## config.mk

```make
export PLATFORM = sky130hd
export DESIGN_NAME = xdata_unit
export DESIGN_NICKNAME = d
export VERILOG_FILES = /design/src/common/xmem_pkg.sv /design/src/hw/machine_phase.sv /design/src/hw/xdata_unit.sv
export SDC_FILE = /design/constraint.sdc
export NUM_CORES = 1
export LEC_CHECK = 0
export BUFFER_PORTS_ARGS = -buffer_cell sky130_fd_sc_hd__buf_4
export CORE_MARGIN = 2
export CORE_UTILIZATION = 45
export DETAILED_ROUTE_END_ITERATION = 7
export PLACE_DENSITY = 0.73
export SYNTH_ARGS = -nofsm -noshare
export SYNTH_HDL_FRONTEND = slang
export SYNTH_HIERARCHICAL = 1
export SYNTH_SLANG_ARGS = --single-unit
```

## constraint.sdc

```tcl
create_clock -name clk_sys -period 2.2 [get_ports clk_sys]
set_input_delay 0.22 -clock clk_sys [delete_from_list [all_inputs] [get_ports clk_sys]]
set_output_delay 0.22 -clock clk_sys [all_outputs]
set_load 0.1 [all_outputs]
```

## src/common/xmem_pkg.sv

```systemverilog
// Constants for the external data access unit and its dual data pointer.
// Assumes a 20 MHz system clock and a special function register port
// driven by the processor core.
package xmem_pkg;

  // ---------------------------------------------------------------
  // Special function register addresses
  // ---------------------------------------------------------------
  localparam logic [7:0] ADDR_POINTER0_LOW = 8'h82;
  localparam logic [7:0] ADDR_POINTER0_HIGH = 8'h83;
  localparam logic [7:0] ADDR_POINTER1_LOW = 8'h84;
  localparam logic [7:0] ADDR_POINTER1_HIGH = 8'h85;
  localparam logic [7:0] ADDR_POINTER_SELECT = 8'h86;
  localparam logic [7:0] ADDR_TIMING_CONTROL = 8'h8e;

  // ---------------------------------------------------------------
  // Fields and reset values
  // ---------------------------------------------------------------
  localparam int STRETCH_LSB = 0;
  localparam int STRETCH_W = 3;
  localparam logic [2:0] STRETCH_RESET = 3'h1;
  localparam logic [7:0] TIMING_RESET = 8'h01;
  localparam logic [7:0] POINTER_RESET = 8'h00;
  localparam int SCRATCH_BYTES = 256;

  // ---------------------------------------------------------------
  // Machine cycle timing
  // ---------------------------------------------------------------
  localparam int CLK_PER_MC = 4;
  localparam logic [1:0] PHASE_LAST = 2'h3;
  localparam logic [1:0] PHASE_ALE = 2'h0;
  localparam logic [1:0] PHASE_ADDR = 2'h1;
  // Strobe of the shortest move covers phases 2 and 3 of one cycle.
  localparam logic [1:0] PHASE_STB0 = 2'h2;
  localparam logic [4:0] STROBE_SHORT = 5'h02;
  localparam logic [4:0] STROBE_STEP = 5'h04;

  // Access unit states.
  typedef enum logic [1:0] {
    ST_IDLE,
    ST_ADDR,
    ST_STROBE,
    ST_HOLD
  } xstate_t;

endpackage

```

## src/hw/machine_phase.sv

```systemverilog
// Four-phase machine cycle sequencer with a last-phase flag.
// Assumes one system clock and a synchronous active-low reset.
`timescale 1ns/100ps
module machine_phase
  import xmem_pkg::*;
(
  // Clock and reset.
  input wire logic clk_sys,
  input wire logic nrst,
  // Phase outputs.
  output logic [1:0] phase,
  output logic cycle_end
);

  logic [1:0] phase_q;
  logic [1:0] phase_d;

  // ---------------------------------------------------------------
  // Phase counter
  // ---------------------------------------------------------------

  // Free-running: fetch rate depends on the clock alone.
  always_comb begin
    phase_d = phase_q + 2'h1; // RULE2
  end

  always_ff @(posedge clk_sys) begin
    if (!nrst) begin
      phase_q <= PHASE_ALE;
    end else begin
      phase_q <= phase_d;
    end
  end

  assign phase = phase_q;
  assign cycle_end = (phase_q == PHASE_LAST);

endmodule

```

## src/hw/xdata_unit.sv

```systemverilog
// External data memory access unit with a stretchable strobe and two
// data pointers. Assumes the core drives the register port and move
// requests synchronously to clk_sys, and that external memory latches
// the low address on the latch pulse.
//
// Behaviour
// RULE1 - Off-chip access via multiplexed port zero/two.
// RULE2 - Fetch rate fixed, four clocks per cycle.
// RULE3 - Stretch field in timing_control bits 2..0.
// RULE4 - Move takes stretch plus two machine cycles.
// RULE5 - Stretch resets to one.
// RULE6 - Strobe 2 clocks, then four per step.
// RULE7 - Stretch lengthens strobe and surrounding timing.
// RULE8 - Stretch never affects program fetch timing.
// RULE9 - Rewritten stretch used by next move.
// RULE10 - First pointer at 82h and 83h.
// RULE11 - Second pointer at 84h and 85h.
// RULE12 - Select bit 86h bit0, others read zero.
// RULE13 - Pointer operations use the selected pointer.
// RULE14 - Incrementing select toggles its low bit.
// RULE15 - Select resets to zero.
// RULE16 - One latch pulse every machine cycle.
// RULE17 - Memory latches address, serves during strobe.
`timescale 1ns/100ps
module xdata_unit
  import xmem_pkg::*;
(
  // Clock and reset.
  input wire logic clk_sys,
  input wire logic nrst,
  // Special function register port.
  input wire logic [7:0] sfr_addr,
  input wire logic sfr_wr,
  input wire logic sfr_inc,
  input wire logic [7:0] sfr_wdata,
  output logic [7:0] sfr_rdata,
  // Pointer operations from the core.
  input wire logic ptr_load,
  input wire logic [15:0] ptr_load_value,
  input wire logic ptr_inc,
  output logic [15:0] ptr_value,
  // External data move request.
  input wire logic move_req,
  input wire logic move_write,
  input wire logic move_use_ptr,
  input wire logic [7:0] move_short_addr,
  input wire logic [7:0] move_wdata,
  output logic move_busy,
  output logic move_done,
  output logic [7:0] move_rdata,
  // Program fetch address from the core.
  input wire logic [15:0] fetch_addr,
  // External bus pins.
  input wire logic [7:0] port_zero_bus_in,
  output logic [7:0] port_zero_bus_out,
  output logic port_zero_bus_oe,
  output logic [7:0] port_two_high_address,
  output logic addr_latch_en,
  output logic program_fetch_strobe_n,
  output logic read_strobe_n,
  output logic write_strobe_n
);

  // ---------------------------------------------------------------
  // Helpers
  // ---------------------------------------------------------------

  // Strobe width in clocks for a stretch value.
  function automatic logic [4:0] strobe_width(input logic [2:0] s);
    if (s == 3'h0) begin
      strobe_width = STROBE_SHORT;
    end else begin
      strobe_width = 5'(STROBE_STEP * s); // RULE6
    end
  endfunction

  // Read value of a register address, zero when unmapped.
  function automatic logic [7:0] reg_read(
    input logic [7:0] a, input logic [15:0] p0, input logic [15:0] p1,
    input logic sel, input logic [7:0] tc);
    unique case (a)
      ADDR_POINTER0_LOW: reg_read = p0[7:0];
      ADDR_POINTER0_HIGH: reg_read = p0[15:8];
      ADDR_POINTER1_LOW: reg_read = p1[7:0];
      ADDR_POINTER1_HIGH: reg_read = p1[15:8];
      ADDR_POINTER_SELECT: reg_read = {7'h00, sel}; // RULE12
      ADDR_TIMING_CONTROL: reg_read = tc;
      default: reg_read = 8'h00;
    endcase
  endfunction

  // ---------------------------------------------------------------
  // Machine cycle sequencer
  // ---------------------------------------------------------------
  logic [1:0] phase;
  logic cycle_end;

  machine_phase u_phase (
    .clk_sys(clk_sys),
    .nrst(nrst),
    .phase(phase),
    .cycle_end(cycle_end)
  );

  // ---------------------------------------------------------------
  // Registers
  // ---------------------------------------------------------------
  logic [15:0] ptr0_q, ptr0_d, ptr1_q, ptr1_d;
  logic sel_q, sel_d;
  logic [7:0] tc_q, tc_d;
  logic [7:0] rdata_q, rdata_d;
  logic [15:0] active_ptr;
  logic [15:0] ptr_value_q, ptr_value_d;

  assign active_ptr = sel_q ? ptr1_q : ptr0_q; // RULE13

  // Register writes, increments and pointer operations. A load from the
  // core wins over a register write in the same cycle.
  always_comb begin
    ptr0_d = ptr0_q;
    ptr1_d = ptr1_q;
    sel_d = sel_q;
    tc_d = tc_q;
    if (sfr_wr) begin
      unique case (sfr_addr)
        ADDR_POINTER0_LOW: ptr0_d[7:0] = sfr_wdata; // RULE10
        ADDR_POINTER0_HIGH: ptr0_d[15:8] = sfr_wdata; // RULE10
        ADDR_POINTER1_LOW: ptr1_d[7:0] = sfr_wdata; // RULE11
        ADDR_POINTER1_HIGH: ptr1_d[15:8] = sfr_wdata; // RULE11
        ADDR_POINTER_SELECT: sel_d = sfr_wdata[0]; // RULE12
        ADDR_TIMING_CONTROL: tc_d = sfr_wdata; // RULE3 RULE9
        default: ;
      endcase
    end else if (sfr_inc && sfr_addr == ADDR_POINTER_SELECT) begin
      // Carry out of bit 0 is dropped, so an increment just toggles.
      sel_d = ~sel_q; // RULE14
    end
    if (ptr_load) begin
      if (sel_q) ptr1_d = ptr_load_value; // RULE13
      else ptr0_d = ptr_load_value; // RULE13
    end else if (ptr_inc) begin
      if (sel_q) ptr1_d = ptr1_q + 16'h0001; // RULE13
      else ptr0_d = ptr0_q + 16'h0001; // RULE13
    end
    rdata_d = reg_read(sfr_addr, ptr0_q, ptr1_q, sel_q, tc_q);
    // Registered from next values, so the core sees no extra delay.
    ptr_value_d = sel_d ? ptr1_d : ptr0_d; // RULE13
  end

  always_ff @(posedge clk_sys) begin
    if (!nrst) begin
      ptr0_q <= {POINTER_RESET, POINTER_RESET};
      ptr1_q <= {POINTER_RESET, POINTER_RESET};
      sel_q <= 1'b0; // RULE15
      tc_q <= TIMING_RESET; // RULE5
      rdata_q <= 8'h00;
      ptr_value_q <= {POINTER_RESET, POINTER_RESET};
    end else begin
      ptr0_q <= ptr0_d;
      ptr1_q <= ptr1_d;
      sel_q <= sel_d;
      tc_q <= tc_d;
      rdata_q <= rdata_d;
      ptr_value_q <= ptr_value_d;
    end
  end

  assign sfr_rdata = rdata_q;
  assign ptr_value = ptr_value_q;

  // ---------------------------------------------------------------
  // External data move sequencer
  // ---------------------------------------------------------------
  // A move starts at a machine cycle boundary: one address cycle, then
  // a strobe window, then a hold cycle. Stretch s makes the move s+2
  // machine cycles long; the strobe is centred in that span when s is not zero.
  xstate_t st_q, st_d;
  logic pend_q, pend_d;
  logic wr_q, wr_d;
  logic [15:0] addr_q, addr_d;
  logic [7:0] wdat_q, wdat_d;
  logic [2:0] str_q, str_d;
  logic [4:0] cnt_q, cnt_d;
  logic [7:0] mrdata_q, mrdata_d;
  logic done_q, done_d;
  logic busy_q, busy_d;

  always_comb begin
    st_d = st_q;
    pend_d = pend_q;
    wr_d = wr_q;
    addr_d = addr_q;
    wdat_d = wdat_q;
    str_d = str_q;
    cnt_d = cnt_q;
    mrdata_d = mrdata_q;
    done_d = 1'b0;
    unique case (st_q)
      ST_IDLE: begin
        if (move_req && !pend_q) begin
          pend_d = 1'b1;
          wr_d = move_write;
          wdat_d = move_wdata;
          // Short moves keep the high byte from the previous use.
          addr_d = move_use_ptr ? active_ptr
                                : {addr_q[15:8], move_short_addr}; // RULE13
        end
        if (pend_q && cycle_end) begin
          pend_d = 1'b0;
          st_d = ST_ADDR;
          // Stretch sampled now, so a write made before this edge counts.
          str_d = tc_q[STRETCH_LSB +: STRETCH_W]; // RULE9 RULE4
        end
      end
      ST_ADDR: begin
        // Zero stretch starts the strobe mid-cycle; otherwise next cycle.
        if ((str_q == 3'h0 && phase == PHASE_ADDR) ||
            (str_q != 3'h0 && cycle_end)) begin
          st_d = ST_STROBE;
          cnt_d = strobe_width(str_q); // RULE6 RULE7
        end
      end
      ST_STROBE: begin
        cnt_d = cnt_q - 5'h01;
        if (cnt_q == 5'h01) begin
          mrdata_d = port_zero_bus_in; // RULE17
          st_d = ST_HOLD;
        end
      end
      ST_HOLD: begin
        if (cycle_end) begin
          st_d = ST_IDLE;
          done_d = 1'b1;
        end
      end
    endcase
    // Busy is registered from the next state so it needs no extra clock.
    busy_d = pend_d || (st_d != ST_IDLE);
  end

  always_ff @(posedge clk_sys) begin
    if (!nrst) begin
      st_q <= ST_IDLE;
      pend_q <= 1'b0;
      wr_q <= 1'b0;
      addr_q <= 16'h0000;
      wdat_q <= 8'h00;
      str_q <= STRETCH_RESET;
      cnt_q <= 5'h00;
      mrdata_q <= 8'h00;
      done_q <= 1'b0;
      busy_q <= 1'b0;
    end else begin
      st_q <= st_d;
      pend_q <= pend_d;
      wr_q <= wr_d;
      addr_q <= addr_d;
      wdat_q <= wdat_d;
      str_q <= str_d;
      cnt_q <= cnt_d;
      mrdata_q <= mrdata_d;
      done_q <= done_d;
      busy_q <= busy_d;
    end
  end

  // ---------------------------------------------------------------
  // Pin drive
  // ---------------------------------------------------------------
  // Every pin but the fetch address is registered from next values, so pins line up with the internal phase.
  logic in_move;
  logic nxt_strobe;
  logic [7:0] p0_d, p2_d;
  logic p0_oe_d, ale_d, program_fetch_strobe_d;
  logic rd_d, wrs_d;

  assign in_move = (st_d != ST_IDLE);
  assign nxt_strobe = (st_d == ST_STROBE);

  always_comb begin
    ale_d = (phase_d_of(phase) == PHASE_ALE); // RULE16
    rd_d = !(nxt_strobe && !wr_d); // RULE6 RULE17
    wrs_d = !(nxt_strobe && wr_d); // RULE6 RULE17
    if (in_move) begin
      // Data cycles: no fetch strobe; address then data on port zero.
      program_fetch_strobe_d = 1'b1; // RULE8
      p2_d = addr_d[15:8]; // RULE1
      p0_d = nxt_strobe ? wdat_d : addr_d[7:0]; // RULE1
      p0_oe_d = !nxt_strobe || wr_d;
    end else begin
      // Fetch cycles keep the fixed four-clock rhythm.
      program_fetch_strobe_d = !(phase_d_of(phase) == PHASE_STB0 ||
                 phase_d_of(phase) == PHASE_LAST); // RULE2 RULE8
      p2_d = fetch_addr[15:8]; // RULE1
      p0_d = fetch_addr[7:0];
      p0_oe_d = (phase_d_of(phase) == PHASE_ALE ||
                 phase_d_of(phase) == PHASE_ADDR);
    end
  end

  function automatic logic [1:0] phase_d_of(input logic [1:0] p);
    phase_d_of = p + 2'h1;
  endfunction

  logic [7:0] p0_q, p2_q;
  logic p0_oe_q, ale_q, program_fetch_strobe_q, rd_q, wrs_q;

  always_ff @(posedge clk_sys) begin
    if (!nrst) begin
      p0_q <= 8'h00;
      p2_q <= 8'h00;
      p0_oe_q <= 1'b0;
      ale_q <= 1'b0;
      program_fetch_strobe_q <= 1'b1;
      rd_q <= 1'b1;
      wrs_q <= 1'b1;
    end else begin
      p0_q <= p0_d;
      p2_q <= p2_d;
      p0_oe_q <= p0_oe_d;
      ale_q <= ale_d;
      program_fetch_strobe_q <= program_fetch_strobe_d;
      rd_q <= rd_d;
      wrs_q <= wrs_d;
    end
  end

  assign port_zero_bus_out = p0_q;
  assign port_zero_bus_oe = p0_oe_q;
  assign port_two_high_address = p2_q;
  assign addr_latch_en = ale_q;
  assign program_fetch_strobe_n = program_fetch_strobe_q;
  assign read_strobe_n = rd_q;
  assign write_strobe_n = wrs_q;
  assign move_busy = busy_q;
  assign move_done = done_q;
  assign move_rdata = mrdata_q;

endmodule

```

==> results of run 1 <==
flip-flops by register name, indices dropped and copies added (netlist names), 2 cells and up:
signal,count
tc_q,8
port_two_high_address,8
ptr0_q,16
ptr_value,16
move_rdata,8
cnt_q,5
addr_q,16
ptr1_q,16
sfr_rdata,8
st_q,2
str_q,3
port_zero_bus_out,8
u_phase/phase,2
wdat_q,8
power breakdown:
part	switching, mW	internal, mW
logic	0.694	0.346
clock network	1.09	1.61
registers	0.0515	2.53
worst reg2reg max path, cell delays in order (launching register included):
cell	delay, ns
dfxtp_1	0.49
nand3_1	0.20
nor4_1	0.26
buf_4	0.19
nand2_1	0.08
and3b_1	0.18
o31ai_1	0.33
buf_4	0.18
o2bb2ai_1	0.06
path summary, 6_finish.rpt:
path	end	cells past startpoint	start
worst max-delay path	ptr_value[15]	8	ptr0_q[4]
worst min-delay path	port_two_high_address[7]	2	fetch_addr[15]
worst max register to register	ptr_value[15]	8	ptr0_q[4]
worst min register to register	tc_q[6]	2	tc_q[6]
per-layer routing:
layer  GRT usage  routed length (um)  vias to the layer above
li1            -                   -                     3097
met1       0.368                9400                     3131
met2       0.428                9790                      357
met3      0.0543                1830                       44
met4       0.120                 584                        0
met5           0                   0                        -
what timing repair did:
action                                  in CTS  in global routing
resized for setup                            0                  1
hold endpoints to repair                     0                  0
endpoints found under the setup margin       0                  8
cell type report:
type                       instances  area [um2]
clock buffer                      20         457
clock inverter                    12         104
fill                            1310        5650
inverter                          13        48.8
multi-input combinational        554        3660
sequential                       134        2680
tap                              184         230
timing repair buffer             205        1590
logic make-up after synthesis:
family                     synth area share
and+or+nand+nor                       0.201
AOI/OAI and AO/OA                     0.181
DFF                                   0.407
muxes                                 0.126
buffers and inverters                0.0394
xor gates and xnor gates             0.0319
adders and majority gates            0.0133
cell usage in the layout (no fill, tap or decap), drive strengths merged, types with 4 or more instances in the layout:
cell type,n
o21ai,17
clkinv,7
mux2,34
a21oi,35
nand3,37
ha,7
or3,9
a222oi,13
dfxtp,134
nor3,14
a21o,8
nor4,4
mux2i,45
o22ai,18
a22oi,15
nor2b,5
and3,16
xnor2,12
clkbuf,20
nand4,5
and4,5
a211oi,23
xor2,12
o311ai,8
nor2,106
nand2b,5
nand2,50
nor3b,4
buf,205
inv,14
and2,11
==> results.md, run 1 <==
* Mapped Area at between 6000 and 7000 um2
* Yosys cell types at slightly below 60
* Post-synthesis async set-or-reset flop share at 0
* Syn avg cell area at 8.74 um2
* Slew @ Worst Pin at 1.04 ns
* Nets@finish at 1013
* Most common cell in the netlist: dfxtp_1
* DIE HEIGHT at 125 um
* GPL Wtd Cong at roughly 1.0
* DRC viols at 0
* Largest net degree at the start of global routing at between 40 and 50
* Non-filler instance count after layout at 1122
* Post-DP HPWL at between 15000 and 20000 um
* Seq cells post-synth at 134
* # IOs at about 140
* Max-Cap Viols at 0
* Root Buffer: clkbuf_16
* # setup viols final at 0
* First-pass GRT wire length at 33800 um
* Number of global-route vias before repair at approximately 6200
* Crit-path slowest cell: dfxtp_1
* Worst hold path class: in -> reg
* Ys Warns at 6
* Pre-CTS setup slack at -0.0566 ns
* Cell area after layout at approximately 8800 um2
* Clock latency at the later pin of the worst-skew pair at 0.43 ns
* Maximum clock frequency at around 0.48 GHz
* Core area at about 14000 um2
* Port Buf Inserts at between 100 and 150
* Slew HR at 0.303
* Area after DPL at slightly above 8000 um2
* Status: complete, no violations
* Initial core utilization at 0.457
* Final min period at between 2 and 2.5 ns
* Synth area leader: dfxtp_1
* Post-synth EDFFs at 0
* Diode count at 0
* Worst Skew at roughly 0.011 ns
* Antenna-violating nets left at 0
* Clock Sink Count at roughly 130
* Via Count at around 6600
* Pwr dens at between 700 and 800 nW/um2
* GRT Total Usage at 0.274
* Initial DRC Count at 678
* Chip Width at 125 um
* Slowest cell delay on critical path at 0.49 ns
* Crit Path Class: reg -> reg
* Critical path peak fanout at 6
* Synthesized Nets at between 800 and 900
* WP data arrival at 2.40 ns
* CP top delay family: simple AND/OR/NAND/NOR gates
* Layout cell share with drive strength beyond 1 at 0.290
* Hold WS at ~0.026 ns
* Internal reg-to-reg setup slack at roughly 0.11 ns
* Final wirelength at 21600 um
* Sequential share of the synthesized area at 0.407
* Vias per cell at between 5 and 6
* Synth Instances at ~760
* Crit start category: flop
* H-tree depth at 4
* Worst setup margin at around 0.11 ns
* Area Growth Syn to Fin at 32.9%
* Cts hold-fix bufs at 0
* Top post-synthesis cells by area: dfxtp_1 (41%), mux2i_1 (6.8%), nor2_1 (6.0%)
* Synth top cells by count: dfxtp_1 (134), nor2_1 (106), nand2_1 (49)
* CP cell instances: nand3_1, nor4_1, buf_4, nand2_1, and3b_1, o31ai_1, buf_4, o2bb2ai_1
* # rows at 44
* Finished Core Util at 0.608
* Final period utilization at 0.949
* Antenna violations before repair at 0
* Yosys top cell area share at 0.407
* LEAKAGE at 3.84 nW
* Required @ worst endpoint at roughly 2.5 ns
* Post-route setup TNS at 0 ns
* Hold Vio Cnt, Final at 0
* CTS Buf Count at 17
* Placed Cells at between 1000 and 1500
* Max VDD drop at 0.502 mV
* Top FF cell, synth: dfxtp_1
* Postcts setup bufs at 0
* Clock tree from TritonCTS: built
* Clk slew on worst S/H paths at 0.06 ns
* PnR Total Power at ~6.3 mW
* Unrepaired setup endpoints after global routing: false
* Crit path top cell by count: buf_4
* Clk buf depth at 2
* Aggregate global routing overflow at 0
* Worst Setup End Kind: flop
* Crit path buffers/inverters at 2
* First-pass DRT Iterations at 6
* Pins over their slew limit at 0
* Die area at approximately 16000 um2
* Routed len/inst at 19.3 um
Note: power is estimated with default switching activity, not from simulation.
==> run 2, diff against run 1 <==
CORE_UTILIZATION = 55   (was 45)
PLACE_DENSITY = 0.85   (was 0.73)
SLEW_MARGIN = 30   (was unset)
==> run 2 against run 1 <==
Wire length up 1.3%. Critical path depth is 3 lower. Cell area grew 0.34%. Global-route usage rose by 6.5 points. Largest power group unchanged. Non-clock buffer count rose by 6. Combinational power is essentially flat.
==> results.md, run 2 (same netlist as run 1, synthesis figures left out) <==
* Status: complete, no violations (unchanged)
* Antenna violations before repair at 0 (unchanged)
* Worst Setup End Kind: flop (unchanged)
* DIE HEIGHT at 114 um (was 125 um)
* Combinational cell fraction of total power at 0.161 (was 0.164)
* First-pass DRT Iterations at 6 (unchanged)
* Final wirelength at 21900 um (was 21600 um)
* Nets@finish at 1019 (was 1013)
* Vias per cell at 6.28 (was 5.91)
* Antenna-violating nets left at 0 (unchanged)
* Worst Skew at 0.00934 ns (was 0.0106 ns)
* Clock tree from TritonCTS: built (unchanged)
* DRC viols at 0 (unchanged)
* GRT Total Usage at 0.339 (was 0.274)
* Crit path buffers/inverters at 2 (unchanged)
* Clk pwr share at 0.447 (was 0.427)
* Diode count at 0 (unchanged)
* Max-Cap Viols at 0 (unchanged)
* Unrepaired setup endpoints after global routing: false (unchanged)
* Via Count at 6850 (was 6629)
* Hold Vio Cnt, Final at 0 (unchanged)
* CP cell instances: inv_1, o21ai_0, buf_4, a222oi_1, o22ai_1 (was nand3_1, nor4_1, buf_4, nand2_1, and3b_1, o31ai_1, buf_4, o2bb2ai_1)
* # IOs at 136 (unchanged)
* Core area at 11900 um2 (was 14400 um2)
* Area Growth Syn to Fin at 33.4% (was 32.9%)
* Root Buffer: clkbuf_16 (unchanged)
* WP data arrival at 2.42 ns (was 2.40 ns)
* Crit. Startpoint: sel_q (was ptr0_q[4])
* Number of fill cells at 895 (was 1310)
* LEAKAGE at 3.88 nW (was 3.84 nW)
* Chip Width at 114 um (was 125 um)
* CP top delay family: compound AO/OA/AOI/OAI gates (was simple AND/OR/NAND/NOR gates)
* Max VDD drop at 0.589 mV (was 0.502 mV)
* Hold WS at 0.0307 ns (was 0.0258 ns)
* Clock latency at the later pin of the worst-skew pair at 0.43 ns (about the same)
* Worst setup margin at 0.0733 ns (was 0.113 ns)
* Die area at 12900 um2 (was 15600 um2)
* Crit start category: flop (unchanged)
* Pwr dens at 748 nW/um2 (was 721 nW/um2)
* Clock Sink Count at 134 (unchanged)
* Pins over their slew limit at 0 (unchanged)
* Reg2reg start: sel_q (was ptr0_q[4])
* Required @ worst endpoint at 2.49 ns (was 2.51 ns)
* Slowest cell delay on critical path at 0.48 ns (was 0.49 ns)
* Cts hold-fix bufs at 0 (unchanged)
* Switching pwr at 1.88 mW (was 1.84 mW)
* Maximum clock frequency at 0.470 GHz (was 0.479 GHz)
* Initial core utilization at 0.556 (was 0.457)
* Post-DP HPWL at 15400 um (was 16000 um)
* Routed len/inst at 20.1 um (was 19.3 um)
* Port Buf Inserts at 135 (unchanged)
* Reg power frac at 0.392 (was 0.409)
* GPL Wtd Cong at 1.04 (was 1.02)
* Internal at 4.70 mW (was 4.48 mW)
* Commonest non-fill, non-tap cell in the layout: buf_4 (unchanged)
* Postcts setup bufs at 0 (unchanged)
* Final period utilization at 0.967 (was 0.949)
* CTS Buf Count at 17 (unchanged)
* # rows at 40 (was 44)
* Slew @ Worst Pin at 0.775 ns (was 1.04 ns)
* Post-CTS Resized at 0 (unchanged)
* Pre-CTS setup slack at 0.0235 ns (was -0.0566 ns)
* Critical path peak fanout at 12 (was 6)
* Clk slew on worst S/H paths at 0.06 ns (about the same)
* Final min period at 2.13 ns (was 2.09 ns)
* Clk buf depth at 2 (unchanged)
* Register area at 2680 um2 (unchanged)
* First-pass GRT wire length at 33800 um (about the same)
* Initial DRC Count at 720 (was 678)
* Worst R2R Path Depth at 5 (was 8)
* WHS Path Cells at 3 (was 2)
* Hold Path Origin: port_zero_bus_in[6] (was fetch_addr[15])
* H-tree depth at 4 (unchanged)
* Most frequent cells in the layout: buf_4 (209), dfxtp_1 (134), nor2_1 (105) (was buf_4 (201), dfxtp_1 (134), nor2_1 (106))
* Worst hold path class: in -> reg (unchanged)
* Switch share at 0.286 (was 0.291)
* Crit-path slowest cell: dfxtp_1 (unchanged)
* Largest net degree at the start of global routing at 41 (unchanged)
* Multi-input gate area at 3660 um2 (unchanged)
* Layout cell share with drive strength beyond 1 at 0.296 (was 0.290)
* Number of global-route vias before repair at 6485 (was 6246)
* # setup viols final at 0 (unchanged)
* Cell count along the critical path at 5 (was 8)
* Post-route setup TNS at 0 ns (unchanged)
* Finished Core Util at 0.742 (was 0.608)
* Slew HR at 0.478 (was 0.303)
* Crit Path Class: reg -> reg (unchanged)
* Aggregate global routing overflow at 0 (unchanged)
run 2: power groups by stage:
stage | clock (mW) | sequential [mW] | combinational [mW]
after floorplan | 0 | 2.97 | 0.323
after global placement | 0 | 2.63 | 1.02
after detailed placement | 0 | 2.63 | 1.03
after CTS | 2.96 | 2.58 | 1.04
after global routing | 3.06 | 2.58 | 1.11
final | 2.94 | 2.58 | 1.06
run 2: tightest hold or removal path, stage by stage:
cell and delay, ns:
buf_4 0.07, mux2i_1 0.05, nor2_1 0.07
run 2: cell type report:
class,instances,share of cell area
Tap cell,147,0.0209
Multi-Input combinational cell,554,0.416
Sequential cell,134,0.305
Inverter,13,0.00555
Timing Repair Buffer,211,0.183
Clock inverter,14,0.0202
Clock buffer,18,0.0499
run 2: final timing paths:
| kind | end | slack, ns |
|---|---|---|
| worst max-delay path | ptr_value[1] | 0.07 |
| worst min-delay path | move_rdata[6] | 0.03 |
| worst max register to register | ptr_value[1] | 0.07 |
| worst min register to register | sfr_rdata[6] | 0.47 |
run 2: layer usage:
metal  wire length [um]  vias to the layer above  GRT usage
met5                  0                        -          0
met4               1180                        0      0.185
met3               2420                      101     0.0712
met2               9910                      465      0.548
met1               8390                     3174      0.425
li1                   -                     3110          -
run 2: metrics by stage:
stage	total power, mW	area (um2)	std cells
2_1_floorplan	3.29	6600	755
3_3_place_gp	3.65	8180	1059
3_5_place_dp	3.66	8180	1059
4_1_cts	6.58	8800	1091
5_1_grt	6.76	8800	1091
6_report	6.58	8800	1091
==> run 3, diff against run 2 <==
CORE_UTILIZATION = 45   (was 55)
PLACE_DENSITY = 0.73   (was 0.85)
==> run 3 against run 2 <==
First-iteration DRC count decreased by 7.6%. Total power decreased by 3.9%. Utilization shrank 13 points. Combinational power about the same.
==> results.md, run 3 (same netlist as run 1, synthesis figures left out) <==
* Multi-input gate area at 3660 um2 (about the same)
* Crit Path Class: reg -> reg (unchanged)
* Antenna violations before repair at 0 (unchanged)
* Largest net degree at the start of global routing at 41 (unchanged)
* Most frequent cells in the layout: buf_4 (201), dfxtp_1 (134), nor2_1 (105) (was buf_4 (209), dfxtp_1 (134), nor2_1 (105))
* Clk slew on worst S/H paths at 0.06 ns (about the same)
* DIE HEIGHT at 125 um (was 114 um)
* Aggregate global routing overflow at 0 (unchanged)
* Port Buf Inserts at 135 (unchanged)
* Max-Cap Viols at 0 (unchanged)
* Final min period at 2.08 ns (was 2.13 ns)
* Layout cell share with drive strength beyond 1 at 0.291 (was 0.296)
* LEAKAGE at 3.84 nW (was 3.88 nW)
* # IOs at 136 (unchanged)
* Crit start category: flop (unchanged)
* Final period utilization at 0.946 (was 0.967)
* Worst Setup End Kind: flop (unchanged)
* Via Count at 6595 (was 6850)
* Critical path peak fanout at 14 (was 12)
* Cts hold-fix bufs at 0 (unchanged)
* Clk buf depth at 2 (unchanged)
* Pins over their slew limit at 0 (unchanged)
* Post-route setup TNS at 0 ns (unchanged)
* Required @ worst endpoint at 2.50 ns (was 2.49 ns)
* Diode count at 0 (unchanged)
* Pwr dens at 721 nW/um2 (was 748 nW/um2)
* Unrepaired setup endpoints after global routing: false (unchanged)
* Worst Skew at 0.0104 ns (was 0.00934 ns)
* Number of fill cells at 1309 (was 895)
* GRT Total Usage at 0.274 (was 0.339)
* Initial core utilization at 0.457 (was 0.556)
* Number of global-route vias before repair at 6246 (was 6485)
* Antenna-violating nets left at 0 (unchanged)
* H-tree depth at 4 (unchanged)
* Clock Sink Count at 134 (unchanged)
* CTS Buf Count at 17 (unchanged)
* Maximum clock frequency at 0.480 GHz (was 0.470 GHz)
* Routed len/inst at 19.3 um (was 20.1 um)
* Max VDD drop at 0.501 mV (was 0.589 mV)
* Slew HR at 0.558 (was 0.478)
* Hold Vio Cnt, Final at 0 (unchanged)
* Core area at 14400 um2 (was 11900 um2)
* Register area at 2680 um2 (unchanged)
* Commonest non-fill, non-tap cell in the layout: buf_4 (unchanged)
* Final wirelength at 21600 um (was 21900 um)
* Worst hold path class: in -> reg (unchanged)
* PnR Total Power at 6.32 mW (was 6.58 mW)
* Post-CTS Resized at 0 (unchanged)
* Area Growth Syn to Fin at 32.9% (was 33.4%)
* Die area at 15600 um2 (was 12900 um2)
* Root Buffer: clkbuf_16 (unchanged)
* WP data arrival at 2.38 ns (was 2.42 ns)
* First-pass DRT Iterations at 5 (was 6)
* Vias per cell at 5.88 (was 6.28)
* Clock latency at the later pin of the worst-skew pair at 0.43 ns (about the same)
* # setup viols final at 0 (unchanged)
* Postcts setup bufs at 0 (unchanged)
* # rows at 44 (was 40)
* Finished Core Util at 0.608 (was 0.742)
* Nets@finish at 1013 (was 1019)
* DRC viols at 0 (unchanged)
* Clock tree from TritonCTS: built (unchanged)
* Slew @ Worst Pin at 0.663 ns (was 0.775 ns)
* Post-DP HPWL at 16000 um (was 15400 um)
* Initial DRC Count at 665 (was 720)
* GPL Wtd Cong at 1.02 (was 1.04)
* Internal reg-to-reg setup slack at 0.12 ns (was 0.07 ns)
* Chip Width at 125 um (was 114 um)
* First-pass GRT wire length at 33800 um (about the same)
* Status: complete, no violations (unchanged)
-- run 3: layer usage --
layer	routed length, um	global-route usage
met2	9710	0.428
met3	1860	0.0543
met4	621	0.120
met5	0	0
met1	9430	0.368
-- run 3: power breakdown --
group	internal [mW]	switching, mW	total (mW)
registers	2.53	0.0512	2.58
logic	0.346	0.694	1.04
clock network	1.61	1.09	2.70
-- run 3: worst paths after layout --
path,startpoint,to,depth (start not counted)
worst max-delay path,sel_q,ptr_value[13],5
worst min-delay path,fetch_addr[15],port_two_high_address[7],2
worst max register to register,sel_q,ptr_value[13],5
worst min register to register,tc_q[6],tc_q[6],2
-- run 3: metrics by stage --
stage          cells  hold WS [ns]  area (um2)  setup WS (ns)
5_1_grt         1122        0.0227        8770         0.0120
3_3_place_gp    1090         0.444        8210         0.0301
4_1_cts         1122        0.0151        8770         0.0755
6_report        1122        0.0260        8770          0.118
3_5_place_dp    1090         0.450        8210        -0.0566
2_1_floorplan    755         0.342        6600          0.159
-- run 3: layout make-up --
| type | instances | area share |
|---|---|---|
| clock buffers | 20 | 0.0521 |
| clock inverters | 12 | 0.0118 |
| inverters | 13 | 0.00556 |
| multi-input cells | 554 | 0.417 |
| flip-flops and latches | 134 | 0.306 |
| well taps | 184 | 0.0262 |
| repair buffers | 205 | 0.181 |
-- run 3: worst max-delay path, cell delays in order, from the launching register on --
cell	delay, ns
dfxtp_1	0.68
inv_1	0.36
o22ai_1	0.33
nand2b_1	0.19
buf_4	0.27
o22ai_1	0.13
